**config.mk**
```make
export PLATFORM = sky130hd
export DESIGN_NAME = smrlro_mode_regs
export DESIGN_NICKNAME = d
export VERILOG_FILES = /design/src/smrlro_pkg.sv /design/src/smrlro_delay_mem.sv /design/src/smrlro_mode_regs.sv
export VERILOG_INCLUDE_DIRS = /design/src /design/src/src
export SDC_FILE = /design/constraint.sdc
export NUM_CORES = 1
export LEC_CHECK = 0
export CAP_MARGIN = 20
export CORE_UTILIZATION = 55
export DETAILED_ROUTE_END_ITERATION = 8
export DONT_BUFFER_PORTS = 1
export PLACE_DENSITY_LB_ADDON = 0.2
export SETUP_SLACK_MARGIN = 0.5
export SKIP_LAST_GASP = 1
export SLEW_MARGIN = 20
export SYNTH_ARGS = -nofsm -noshare
export SYNTH_HDL_FRONTEND = slang
export SYNTH_SLANG_ARGS = --single-unit
```
**constraint.sdc**
```tcl
create_clock -name clk -period 8.78 [get_ports clk]
set_input_delay 1.317 -clock clk [delete_from_list [all_inputs] [get_ports clk]]
set_output_delay 1.317 -clock clk [all_outputs]
set_load 0.01 [all_outputs]
```
**src/smrlro_params.svh**
```systemverilog
// constants for the mode register latency, refresh and termination block
`ifndef SMRLRO_PARAMS_SVH
`define SMRLRO_PARAMS_SVH

// bank address codes of the mode register set command
`define SMRLRO_BA_MODE_ONE      3'h1
`define SMRLRO_BA_MODE_TWO      3'h2
`define SMRLRO_BA_MODE_THREE    3'h3

// first extended register fields
`define SMRLRO_M1_LEVEL_BIT     7
`define SMRLRO_M1_AL_HI         4
`define SMRLRO_M1_AL_LO         3

// second extended register fields
`define SMRLRO_M2_CWL_HI        5
`define SMRLRO_M2_CWL_LO        3
`define SMRLRO_M2_AUTO_BIT      6
`define SMRLRO_M2_FORCED_BIT    7
`define SMRLRO_M2_WRT_HI        10
`define SMRLRO_M2_WRT_LO        9

// third extended register fields
`define SMRLRO_M3_PATTERN_BIT   2
`define SMRLRO_M3_MODE_HI       1
`define SMRLRO_M3_MODE_LO       0

// reset values of the stored registers
`define SMRLRO_MODE_TWO_RESET   18'h00000
`define SMRLRO_MODE_THREE_RESET 18'h00000
`define SMRLRO_CWL_RESET        4'h5

// write cas latency lookup: code 0 gives the minimum, highest legal code
`define SMRLRO_CWL_MIN          4'h5
`define SMRLRO_CWL_MAX_CODE     3'h5

// clocks that a burst of eight occupies on the data bus
`define SMRLRO_BURST_CLOCKS     3'h4

`endif

```
**src/smrlro_pkg.sv**
```systemverilog
// types for the mode register latency, refresh and termination block
package smrlro_pkg;

    typedef enum logic [1:0] {
        smrlro_cmd_none,
        smrlro_cmd_mode_set,
        smrlro_cmd_read,
        smrlro_cmd_write
    } smrlro_cmd_type;

    typedef enum logic [1:0] {
        smrlro_term_off,
        smrlro_term_nominal,
        smrlro_term_write
    } smrlro_term_type;

    typedef enum logic {
        smrlro_odt_idle,
        smrlro_odt_burst
    } smrlro_odt_state_type;

endpackage : smrlro_pkg

```
**src/smrlro_delay_mem.sv**
```systemverilog
// small circular memory that delays a word by a programmable clock count
`timescale 1ns/1ps
module smrlro_delay_mem #(
    parameter int WIDTH = 2
) (
    // clock and control
    input  wire logic             clk,
    input  wire logic             rst_n,
    input  wire logic             ce,
    // data
    input  wire logic [3:0]       delay,
    input  wire logic [WIDTH-1:0] wr_data,
    output logic      [WIDTH-1:0] rd_data
);
    logic [WIDTH-1:0] mem [0:15];
    logic [3:0]       ptr;
    wire  [3:0]       rd_addr = 4'(ptr - delay + 4'h1);
    wire              direct  = (delay == 4'h1);

    always_ff @(posedge clk or negedge rst_n) begin
        if (!rst_n) begin
            ptr <= 4'h0;
        end else if (ce) begin
            ptr <= 4'(ptr + 4'h1);
        end
    end

    // reset clears stale words so no false release appears
    always_ff @(posedge clk or negedge rst_n) begin
        if (!rst_n) begin
            for (int i = 0; i < 16; i++) begin
                mem[i] <= '0;
            end
        end else if (ce) begin
            mem[ptr] <= wr_data;
        end
    end

    always_ff @(posedge clk or negedge rst_n) begin
        if (!rst_n) begin
            rd_data <= '0;
        end else if (ce) begin
            rd_data <= direct ? wr_data : mem[rd_addr];
        end
    end
endmodule : smrlro_delay_mem

```
**src/smrlro_mode_regs.sv**
```systemverilog
// mode register decode, latency release, self refresh rate and termination
//
// Functional notes
// - leveling bit enables write leveling mode
// - additive latency: zero, cl minus one, cl minus two
// - column commands held by additive latency
// - read data after additive plus cas latency
// - write data after additive plus write latency
// - second register loaded only by mode set
// - write cas latency from bits five to three
// - automatic rate doubles above normal temperature
// - forced rate bit always gives double rate
// - both rate bits clear: single rate
// - nonzero write termination select enables dynamic
// - write termination during burst, nominal or off after
// - nominal and write termination act independently
// - no dynamic termination during write leveling
// - third register loaded by mode set, held
// - pattern mode bits ignored in normal operation
// - pattern select bit routes reads to pattern
// - bank address picks the mode register
`timescale 1ns/1ps
`include "smrlro_params.svh"
module smrlro_mode_regs
    import smrlro_pkg::*;
(
    // clock, reset and enable
    input  wire logic        clk,
    input  wire logic        rst_b,
    input  wire logic        ce,
    // command pins
    input  wire logic        cs_b,
    input  wire logic        ras_b,
    input  wire logic        cas_b,
    input  wire logic        we_b,
    input  wire logic [2:0]  ba,
    input  wire logic [17:0] addr,
    // case temperature above normal limit, pin
    input  wire logic        temp_hot,
    // settings from the base and first registers, same clock
    input  wire logic [3:0]  read_cas_latency,
    input  wire logic        nominal_termination_en,
    // mode outputs
    output logic             write_leveling,
    output logic [3:0]       additive_latency,
    output logic [3:0]       write_cas_latency,
    output logic             write_cas_unsupported,
    output logic [4:0]       total_read_latency,
    output logic [4:0]       total_write_latency,
    output logic [17:0]      extended_mode_two,
    output logic [17:0]      extended_mode_three,
    // self refresh rate
    output logic             selfrefresh_double,
    // termination
    output logic             dynamic_termination_en,
    output logic [1:0]       write_termination,
    output smrlro_term_type  termination_select,
    // column release and data timing
    output logic             released_read,
    output logic             released_write,
    output logic             read_data_start,
    output logic             write_data_start,
    // pattern register
    output logic             calibration_pattern_register,
    output logic [1:0]       pattern_mode,
    output logic             pattern_read
);
    // reset release
    logic rst_meta;
    logic rst_n;

    always_ff @(posedge clk or negedge rst_b) begin
        if (!rst_b) begin
            rst_meta <= 1'b0;
            rst_n    <= 1'b0;
        end else begin
            rst_meta <= 1'b1;
            rst_n    <= rst_meta;
        end
    end

    // pin synchronisers
    logic [25:0] pin_meta;
    logic [25:0] pin_sync;
    wire  [25:0] pin_raw = {temp_hot, cs_b, ras_b, cas_b, we_b, ba, addr};

    always_ff @(posedge clk or negedge rst_n) begin
        if (!rst_n) begin
            pin_meta <= 26'h1e00000;
            pin_sync <= 26'h1e00000;
        end else if (ce) begin
            pin_meta <= pin_raw;
            pin_sync <= pin_meta;
        end
    end

    wire        hot_s   = pin_sync[25];
    wire [3:0]  ctl_s   = pin_sync[24:21];
    wire [2:0]  ba_s    = pin_sync[20:18];
    wire [17:0] addr_s  = pin_sync[17:0];

    // command decode
    function automatic smrlro_cmd_type decode_cmd(input logic [3:0] c);
        if (c == 4'h0) begin
            decode_cmd = smrlro_cmd_mode_set;
        end else if (c == 4'h5) begin
            decode_cmd = smrlro_cmd_read;
        end else if (c == 4'h4) begin
            decode_cmd = smrlro_cmd_write;
        end else begin
            decode_cmd = smrlro_cmd_none;
        end
    endfunction : decode_cmd

    // additive latency code to clocks
    function automatic logic [3:0] al_clocks(input logic [1:0] code,
                                             input logic [3:0] cl);
        if (code == 2'h1) begin
            al_clocks = 4'(cl - 4'h1);
        end else if (code == 2'h2) begin
            al_clocks = 4'(cl - 4'h2);
        end else begin
            al_clocks = 4'h0;
        end
    endfunction : al_clocks

    wire smrlro_cmd_type cmd = decode_cmd(ctl_s);
    wire is_read  = (cmd == smrlro_cmd_read);
    wire is_write = (cmd == smrlro_cmd_write);
    wire load_one   = (cmd == smrlro_cmd_mode_set)
                    && (ba_s == `SMRLRO_BA_MODE_ONE);
    wire load_two   = (cmd == smrlro_cmd_mode_set)
                    && (ba_s == `SMRLRO_BA_MODE_TWO);
    wire load_three = (cmd == smrlro_cmd_mode_set)
                    && (ba_s == `SMRLRO_BA_MODE_THREE);

    // first extended register fields kept here
    logic [1:0] al_code;

    always_ff @(posedge clk or negedge rst_n) begin
        if (!rst_n) begin
            write_leveling <= 1'b0;
            al_code        <= 2'h0;
        end else if (ce && load_one) begin
            write_leveling <= addr_s[`SMRLRO_M1_LEVEL_BIT];
            al_code        <= addr_s[`SMRLRO_M1_AL_HI:`SMRLRO_M1_AL_LO];
        end
    end

    // loaded only by mode set, held otherwise
    always_ff @(posedge clk or negedge rst_n) begin
        if (!rst_n) begin
            extended_mode_two   <= `SMRLRO_MODE_TWO_RESET;
            extended_mode_three <= `SMRLRO_MODE_THREE_RESET;
        end else if (ce) begin
            if (load_two) begin
                extended_mode_two <= addr_s;
            end
            if (load_three) begin
                extended_mode_three <= addr_s;
            end
        end
    end

    wire [2:0] cwl_code = addr_s[`SMRLRO_M2_CWL_HI:`SMRLRO_M2_CWL_LO];
    wire       cwl_ok   = (cwl_code <= `SMRLRO_CWL_MAX_CODE);

    always_ff @(posedge clk or negedge rst_n) begin
        if (!rst_n) begin
            write_cas_latency     <= `SMRLRO_CWL_RESET;
            write_cas_unsupported <= 1'b0;
        end else if (ce && load_two) begin
            write_cas_unsupported <= !cwl_ok;
            if (cwl_ok) begin
                write_cas_latency <= 4'(`SMRLRO_CWL_MIN + {1'b0, cwl_code});
            end
        end
    end

    wire [3:0] al_now = al_clocks(al_code, read_cas_latency);

    always_ff @(posedge clk or negedge rst_n) begin
        if (!rst_n) begin
            additive_latency    <= 4'h0;
            total_read_latency  <= 5'h00;
            total_write_latency <= 5'h00;
        end else if (ce) begin
            additive_latency    <= al_now;
            total_read_latency  <= 5'({1'b0, al_now}
                                      + {1'b0, read_cas_latency});
            total_write_latency <= 5'({1'b0, al_now}
                                      + {1'b0, write_cas_latency});
        end
    end

    // additive latency hold of column commands
    wire [1:0] al_out;
    wire [1:0] release_now = (al_now == 4'h0) ? {is_read, is_write}
                                              : al_out;

    smrlro_delay_mem #(.WIDTH(2)) al_line (
        .clk     (clk),
        .rst_n   (rst_n),
        .ce      (ce),
        .delay   (al_now),
        .wr_data ({is_read, is_write}),
        .rd_data (al_out)
    );

    always_ff @(posedge clk or negedge rst_n) begin
        if (!rst_n) begin
            released_read  <= 1'b0;
            released_write <= 1'b0;
        end else if (ce) begin
            released_read  <= release_now[1];
            released_write <= release_now[0];
        end
    end

    // read data after cas latency from release
    smrlro_delay_mem #(.WIDTH(1)) cl_line (
        .clk     (clk),
        .rst_n   (rst_n),
        .ce      (ce),
        .delay   (read_cas_latency),
        .wr_data (released_read),
        .rd_data (read_data_start)
    );

    // write data after write cas latency from release
    smrlro_delay_mem #(.WIDTH(1)) cwl_line (
        .clk     (clk),
        .rst_n   (rst_n),
        .ce      (ce),
        .delay   (write_cas_latency),
        .wr_data (released_write),
        .rd_data (write_data_start)
    );
    // marker one clock before first beat
    wire write_pre;
    smrlro_delay_mem #(.WIDTH(1)) cwl_pre_line (
        .clk     (clk),
        .rst_n   (rst_n),
        .ce      (ce),
        .delay   (4'(write_cas_latency - 4'h1)),
        .wr_data (released_write),
        .rd_data (write_pre)
    );

    // self refresh rate selection
    wire auto_rate   = extended_mode_two[`SMRLRO_M2_AUTO_BIT];
    wire forced_rate = extended_mode_two[`SMRLRO_M2_FORCED_BIT];
    wire next_double = forced_rate || (auto_rate && hot_s);

    always_ff @(posedge clk or negedge rst_n) begin
        if (!rst_n) begin
            selfrefresh_double <= 1'b0;
        end else if (ce) begin
            selfrefresh_double <= next_double;
        end
    end

    wire [1:0] wrt_sel = extended_mode_two[`SMRLRO_M2_WRT_HI:`SMRLRO_M2_WRT_LO];
    wire dyn_en = (wrt_sel != 2'h0) && !write_leveling;

    always_ff @(posedge clk or negedge rst_n) begin
        if (!rst_n) begin
            dynamic_termination_en <= 1'b0;
            write_termination      <= 2'h0;
        end else if (ce) begin
            dynamic_termination_en <= dyn_en;
            write_termination      <= wrt_sel;
        end
    end

    // write burst tracking for termination
    smrlro_odt_state_type odt_state;
    smrlro_odt_state_type next_odt_state;
    logic [2:0]           burst_cnt;
    logic [2:0]           next_burst_cnt;

    always_comb begin
        next_odt_state = odt_state;
        next_burst_cnt = burst_cnt;
        case (odt_state)
            smrlro_odt_idle: begin
                if (write_pre) begin
                    next_odt_state = smrlro_odt_burst;
                    next_burst_cnt = `SMRLRO_BURST_CLOCKS;
                end
            end
            smrlro_odt_burst: begin
                if (write_pre) begin
                    next_burst_cnt = `SMRLRO_BURST_CLOCKS;
                end else if (burst_cnt == 3'h1) begin
                    next_odt_state = smrlro_odt_idle;
                    next_burst_cnt = 3'h0;
                end else begin
                    next_burst_cnt = 3'(burst_cnt - 3'h1);
                end
            end
            default: begin
                next_odt_state = smrlro_odt_idle;
                next_burst_cnt = 3'h0;
            end
        endcase
    end

    always_ff @(posedge clk or negedge rst_n) begin
        if (!rst_n) begin
            odt_state <= smrlro_odt_idle;
            burst_cnt <= 3'h0;
        end else if (ce) begin
            odt_state <= next_odt_state;
            burst_cnt <= next_burst_cnt;
        end
    end

    // write value in burst, nominal or off otherwise
    wire in_burst = (next_odt_state == smrlro_odt_burst);
    wire smrlro_term_type next_term =
        (in_burst && dyn_en)   ? smrlro_term_write   :
        nominal_termination_en ? smrlro_term_nominal :
                                 smrlro_term_off;

    always_ff @(posedge clk or negedge rst_n) begin
        if (!rst_n) begin
            termination_select <= smrlro_term_off;
        end else if (ce) begin
            termination_select <= next_term;
        end
    end

    // pattern register routing
    wire pat_en = extended_mode_three[`SMRLRO_M3_PATTERN_BIT];
    // mode bits ignored when pattern is off
    wire [1:0] pat_mode = pat_en
        ? extended_mode_three[`SMRLRO_M3_MODE_HI:`SMRLRO_M3_MODE_LO]
        : 2'h0;

    always_ff @(posedge clk or negedge rst_n) begin
        if (!rst_n) begin
            calibration_pattern_register <= 1'b0;
            pattern_mode                 <= 2'h0;
            pattern_read                 <= 1'b0;
        end else if (ce) begin
            calibration_pattern_register <= pat_en;
            pattern_mode                 <= pat_mode;
            pattern_read                 <= pat_en && release_now[1];
        end
    end
endmodule : smrlro_mode_regs

```
==> results.json, run 1 <==
{
  "cts_resized": 0,
  "cp.required_ns": 9.15,
  "power_density_nw_per_um2": 345.9,
  "fin_tns_setup_ns": 0,
  "cts_tree": "done",
  "first_pass_iters": 5,
  "grt_start_max_net_pins": 162,
  "ys_ff_latch": 229,
  "io_pins": 104,
  "place_inst": 1115,
  "ctsLongestPathBuffers": 3,
  "synth_async_sr_flop_share_pct": 100.0,
  "crit_type": "input pin to register",
  "rr_endpoint": "al_line.rd_data[1]",
  "dp_hpwl_um": 15780,
  "r2r-start": "al_code[1]",
  "stdcell_count": 1159,
  "hold_buffers": 0,
  "clkTransAtPathRegs_ns": 0.06,
  "syn_area_um2": 11100,
  "r2r_slack_ns": 4.93,
  "setup_viol": 0,
  "avgSynthCellArea_um2": 12.61,
  "slew_headroom_pct": 31.42,
  "finalMaxSlewViolations": 0,
  "routabilityCongestion": 0.8488,
  "yosysTopAreaCellShare_pct": 49.37,
  "tightest_slew_ns": 1.026,
  "yosysTopAreaCell": "dfrtp_1",
  "routedWlPerCell_um": 19.64,
  "total_power_mw": 4.235,
  "cts_setup_buffers": 0,
  "grt.overflow.total": 0,
  "yosysWarnings": 0,
  "vias": 6702,
  "netlist_instances": 880,
  "antenna_found_initial": 1,
  "die_h_um": 144.1,
  "layout_min_cycle_time_ns": 4.277,
  "cp-start-kind": "input pin",
  "die_w_um": 144.1,
  "ir_worst_vdd_uv": 174.5,
  "core_area_um2": 19650,
  "cts_root_buf": "clkbuf_16",
  "holdPathStages": 0,
  "syn_to_final_growth_pct": 10.30,
  "fin_nets": 967,
  "htree_levels": 1,
  "clock_latency_ns": 0.53,
  "design.die.area_um2": 20750,
  "slowest_stage": "fa_1",
  "nFillCells": 1548,
  "synth_fp_nets": 970,
  "synth_ff_type": "dfrtp_1",
  "min_from": "rst_meta",
  "grt_pass1_wl_um": 37100,
  "r2r_cells": 11,
  "hold_viol": 0,
  "leakage_nw": 5.629,
  "worstSetupEndpointType": "register",
  "drive_gt1_share_pct": 28.75,
  "critPathBufInv": 3,
  "viasPerCell": 5.783,
  "netlist_top_cells_area": "dfrtp_1 49%, mux2_2 18%, ha_1 5.6%",
  "cp_max_fo": 20,
  "dr.first_iter.drc_count": 367,
  "final_util_pct": 62.30,
  "first_global_vias": 7108,
  "postRouteWirelength_um": 22760,
  "antenna_cells": 0,
  "hold_path.class": "register to register",
  "crit_arrival_ns": 4.65,
  "status": "complete, no violations",
  "ant_nets": 0,
  "synth_commonest_cells": "219 x dfrtp_1, 176 x mux2_2, 86 x nand2_1",
  "track_usage_pct": 23.00,
  "synth_most_common_cell": "dfrtp_1",
  "clock_sinks": 229,
  "path_cells": "inv_1 -> ha_1 -> o22ai_1 -> ha_1 -> inv_1 -> ha_1 -> inv_1 -> fa_1 -> nor4b_1 -> a311o_1 -> o32ai_1 -> o2111ai_1",
  "io_buffer_count": 0,
  "timing.fmax_ghz": 0.2338,
  "crit_family": "adder cells",
  "rsz0062_at_grt": "false",
  "synth-seq-area-share_pct": 51.74,
  "numCtsBuffers": 25,
  "clock_skew_ns": 0.01358,
  "rows": 51,
  "timing.final.crit_share_pct": 48.72,
  "post-route-drc-count": 0,
  "cap_violations": 0,
  "hold_end": "rst_n",
  "start_util_pct": 56.48,
  "synth_edf_count": 0,
  "slowest_delay_ns": 0.90,
  "ys_types": 53
}
## state kept, by name, indices dropped and copies added (netlist names), 5 cells and up
register / flops
al_line.mem: 32
pin_meta: 26
pin_sync: 26
extended_mode_three: 18
extended_mode_two: 18
cl_line.mem: 16
cwl_line.mem: 16
cwl_pre_line.mem: 16
total_read_latency: 5
total_write_latency: 5
## placed cells by master (no fill, tap or decap), types with 3 or more instances in the layout
cell | Yosys | final
mux2i_1 | 27 | 27
nor2_1 | 32 | 32
bufinv_16 | 0 | 5
mux2_2 | 176 | 176
ha_1 | 50 | 50
and3_1 | 5 | 5
clkbuf_16 | 0 | 25
nand2_1 | 86 | 86
o22ai_1 | 4 | 4
dfstp_2 | 10 | 10
a21oi_1 | 24 | 24
xnor2_1 | 23 | 23
a21o_1 | 4 | 4
a31oi_1 | 3 | 3
clkbuf_1 | 29 | 3
nand3_1 | 17 | 17
o2111ai_1 | 3 | 3
clkinv_2 | 0 | 3
clkbuf_8 | 0 | 5
fa_1 | 6 | 6
dfrtp_1 | 219 | 218
nand4_1 | 9 | 9
nor4b_1 | 3 | 3
o21ai_0 | 22 | 22
nor2b_1 | 4 | 4
nand3b_1 | 3 | 3
buf_4 | 2 | 6
mux4_2 | 17 | 17
inv_1 | 41 | 41
nand2b_1 | 5 | 5
xor2_1 | 6 | 6
nor3b_1 | 5 | 5
nor3_1 | 12 | 12
## metrics by stage
stage          setup WS [ns]  hold slack, ns  instance area, µm²
2_1_floorplan          1.943          0.3312               11100
3_3_place_gp           4.120          0.3403               11340
3_5_place_dp           3.967          0.3388               11340
4_1_cts                4.505          0.3587               12240
5_1_grt                4.196          0.3685               12240
6_report               4.503          0.3550               12240
## routing by layer
metal	up-vias	global-route usage (%)	routed length, µm
met5	-	0	13
met4	2	6.719	512
met2	167	38.22	11160
li1	3094	-	-
met3	40	6.556	1534
met1	3399	29.25	9544
## cell type report
cell class	instances	area (µm²)	area share, %
clock buffers	33	705.7	5.763
repair buffers	6	45.04	0.3679
flip-flops and latches	229	5747	46.93
inverters	41	153.9	1.257
clock inverters	11	200.2	1.635
well taps	265	331.6	2.708
multi-input cells	574	5061	41.33
## how the worst max path moves through the flow
stage / startpoint / cells past startpoint / slack, ns / endpoint
2_1_floorplan: rst_n / 0 / 1.94 / additive_latency[0]
3_3_place_gp: read_cas_latency[0] / 12 / 4.12 / al_line.rd_data[1]
3_5_place_dp: read_cas_latency[1] / 12 / 3.97 / al_line.rd_data[1]
4_1_cts: read_cas_latency[1] / 12 / 4.50 / al_line.rd_data[1]
5_1_grt: read_cas_latency[1] / 12 / 4.20 / al_line.rd_data[1]
6_report: read_cas_latency[1] / 12 / 4.50 / al_line.rd_data[1]
## report_power, final
| part | switching, mW | internal [mW] | leakage (nW) | total [mW] |
|---|---|---|---|---|
| combinational | 0.663 | 0.737 | 2.29 | 1.40 |
| clock | 0.414 | 0.713 | 0.440 | 1.13 |
| sequential | 0.331 | 1.38 | 2.89 | 1.71 |
## logic make-up after synthesis
group / count (synthesis) / share of synthesized area [%]
compound gates: 75 / 4.193
xor+xnor: 31 / 2.694
fa+ha+maj: 56 / 6.718
buf+inv: 77 / 2.671
flops: 229 / 51.74
mux: 220 / 23.74
other cells: 1 / 0.03378
simple gates: 191 / 8.217
No activity file was read; power rests on OpenSTA's default activity.
==> run 2, diff against run 1 <==
==> constraint.sdc (replaced) <==
create_clock -name clk -period 3.8 [get_ports clk]
set_input_delay 0.57 -clock clk [delete_from_list [all_inputs] [get_ports clk]]
set_output_delay 0.57 -clock clk [all_outputs]
set_load 0.01 [all_outputs]
==> run 2 against run 1 <==
Critical path depth is the same. Combinational power increased by 130%. Die area is the same. Register-to-register slack got worse by 4.2 ns. Global-route usage is 0.23 points higher. Sequential power rose by 130%. Worst hold slack worse by 0.21 ns. Clock skew down 0.0020 ns. Final cell count grew 0.43%. Sequential share of layout area decreased by 0.12 points. Non-clock buffer count is 4 higher. Wire length grew 1.1%.
==> results.json, run 2 (same netlist as run 1, synthesis figures left out) <==
{
  "status": "complete, no violations",
  "r2r_slack_ns": 0.70,
  "crit_arrival_ns": 3.55,
  "grt.overflow.total": 0,
  "crit_type": "register to register",
  "clock_latency_ns": 0.53,
  "timing.fmax_ghz": 0.3225,
  "die_h_um": 144.1,
  "die_w_um": 144.1,
  "largest_registers": "al_line.mem: 32 flops, pin_meta: 26 flops, pin_sync: 26 flops",
  "rsz0062_at_grt": "false",
  "final_cell_area_um2": 12280,
  "final_common_cell": "dfrtp_1",
  "clock_skew_ns": 0.01161,
  "finalMaxSlewViolations": 0,
  "timing.final.crit_share_pct": 81.60,
  "final_util_pct": 62.47,
  "clkTransAtPathRegs_ns": 0.06,
  "largest_reg_flops": 32,
  "first_pass_iters": 4,
  "cts_tree": "done",
  "setup_ws_ns": 0.6990,
  "vias": 6688,
  "design.die.area_um2": 20750,
  "htree_levels": 1,
  "max_flop_register": "al_line.mem",
  "dp_hpwl_um": 15740,
  "cp.required_ns": 4.24,
  "preCtsSetupSlack_ns": 0.3578,
  "rows": 51,
  "use_met3_pct": 6.093,
  "ir_worst_vdd_uv": 405.7,
  "cp_max_fo": 19,
  "core_area_um2": 19650,
  "layout_min_cycle_time_ns": 3.101,
  "cp-start-kind": "register",
  "leakage_nw": 5.637,
  "ff_latch_area_um2": 5747,
  "viasPerCell": 5.746,
  "power_density_nw_per_um2": 788.2,
  "start_util_pct": 56.48,
  "grt_busiest_layer": "met2",
  "grt_pass1_wl_um": 37480,
  "cap_violations": 0,
  "nFillCells": 1578,
  "dpl-instance-area_um2": 11390,
  "numCtsBuffers": 25,
  "io_buffer_count": 0,
  "first_global_vias": 7152,
  "postRouteWirelength_um": 23010,
  "mostFrequentLayoutCells": "218 x dfrtp_1, 176 x mux2_2, 86 x nand2_1",
  "cts_root_buf": "clkbuf_16",
  "total_power_mw": 9.677,
  "ctsLongestPathBuffers": 3,
  "grtUsageMet2_pct": 39.08,
  "post-route-drc-count": 0,
  "drive_gt1_share_pct": 28.92,
  "fin_nets": 971,
  "routedWlPerCell_um": 19.77,
  "antenna_cells": 0,
  "slew_headroom_pct": 32.02,
  "antenna_found_initial": 1,
  "multi_input_area_um2": 5087,
  "hold_viol": 0,
  "worstSetupEndpointType": "register",
  "clock_sinks": 229,
  "ant_nets": 0,
  "tightest_slew_ns": 1.017,
  "grt_start_max_net_pins": 162,
  "routabilityCongestion": 0.8284,
  "dr.first_iter.drc_count": 296,
  "syn_to_final_growth_pct": 10.60,
  "track_usage_pct": 23.23,
  "fin_tns_setup_ns": 0,
  "setup_viol": 0,
  "io_pins": 104,
  "gr-usage-met1_pct": 29.48,
  "hold_path.class": "input pin to register"
}
==> run 2: changes by cell type in the layout (fill, tap and decap cells not counted), moves of 2 or more <==
cell	change
clkbuf_1	+4
clkinv_2	-2
clkbuf_8	+3
o22ai_1	-2
buf_12	+2
bufinv_16	-3
==> run 2: cell type report <==
type | count | share of cell area [%]
clock buffers | 40 | 6.207
clock inverters | 5 | 0.7542
inverters | 41 | 1.254
multi-input cells | 574 | 41.44
flip-flops and latches | 229 | 46.81
well taps | 265 | 2.701
repair buffers | 10 | 0.8357
==> run 2: critical path, cell delays in order (launching register included) <==
cell and delay, ns:
dfrtp_1 0.45, or2b_1 0.34, o22ai_4 0.21, ha_1 0.26
inv_1 0.06, ha_1 0.13, inv_1 0.05, fa_1 0.45
buf_4 0.22, nor4b_1 0.37, a311oi_1 0.09, a32o_1 0.24
o211ai_1 0.15
==> run 2: per-stage QoR <==
step           std cells  hold slack, ns
2_1_floorplan        880          0.2744
3_3_place_gp        1117          0.2745
3_5_place_dp        1117          0.2745
4_1_cts             1163          0.1373
5_1_grt             1164          0.1562
6_report            1164          0.1480
==> run 2: final timing paths <==
kind,from,to,cells after the start
worst max-delay path,al_code[1],al_line.rd_data[0],12
worst min-delay path,ce,calibration_pattern_register,1
worst max register to register,al_code[1],al_line.rd_data[0],12
worst min register to register,rst_meta,rst_n,0
max in group asynchronous,rst_n,pin_sync[21],1
min in group asynchronous,rst_b,rst_n,1
==> run 2: repair_timing <==
| action | CTS | global route |
|---|---|---|
| resized for setup | 0 | 2 |
| setup endpoints to repair | 0 | 2 |
| buffers inserted | 0 | 1 |
| endpoints found under the hold margin | 2 | 0 |
| hold buffers | 1 | 0 |
==> run 2: routing by layer <==
layer	up-vias	share of wire, %
met1	3412	43
met3	44	6.4
met2	141	49
met4	2	2.3
li1	3089	-
met5	-	0.056
==> run 2: report_power, final <==
part           leakage [nW]  switching (mW)  internal [mW]  total, mW
Combinational          2.33            1.51           1.72       3.23
Clock                 0.416           0.966           1.51       2.48
Sequential             2.89           0.787           3.18       3.97
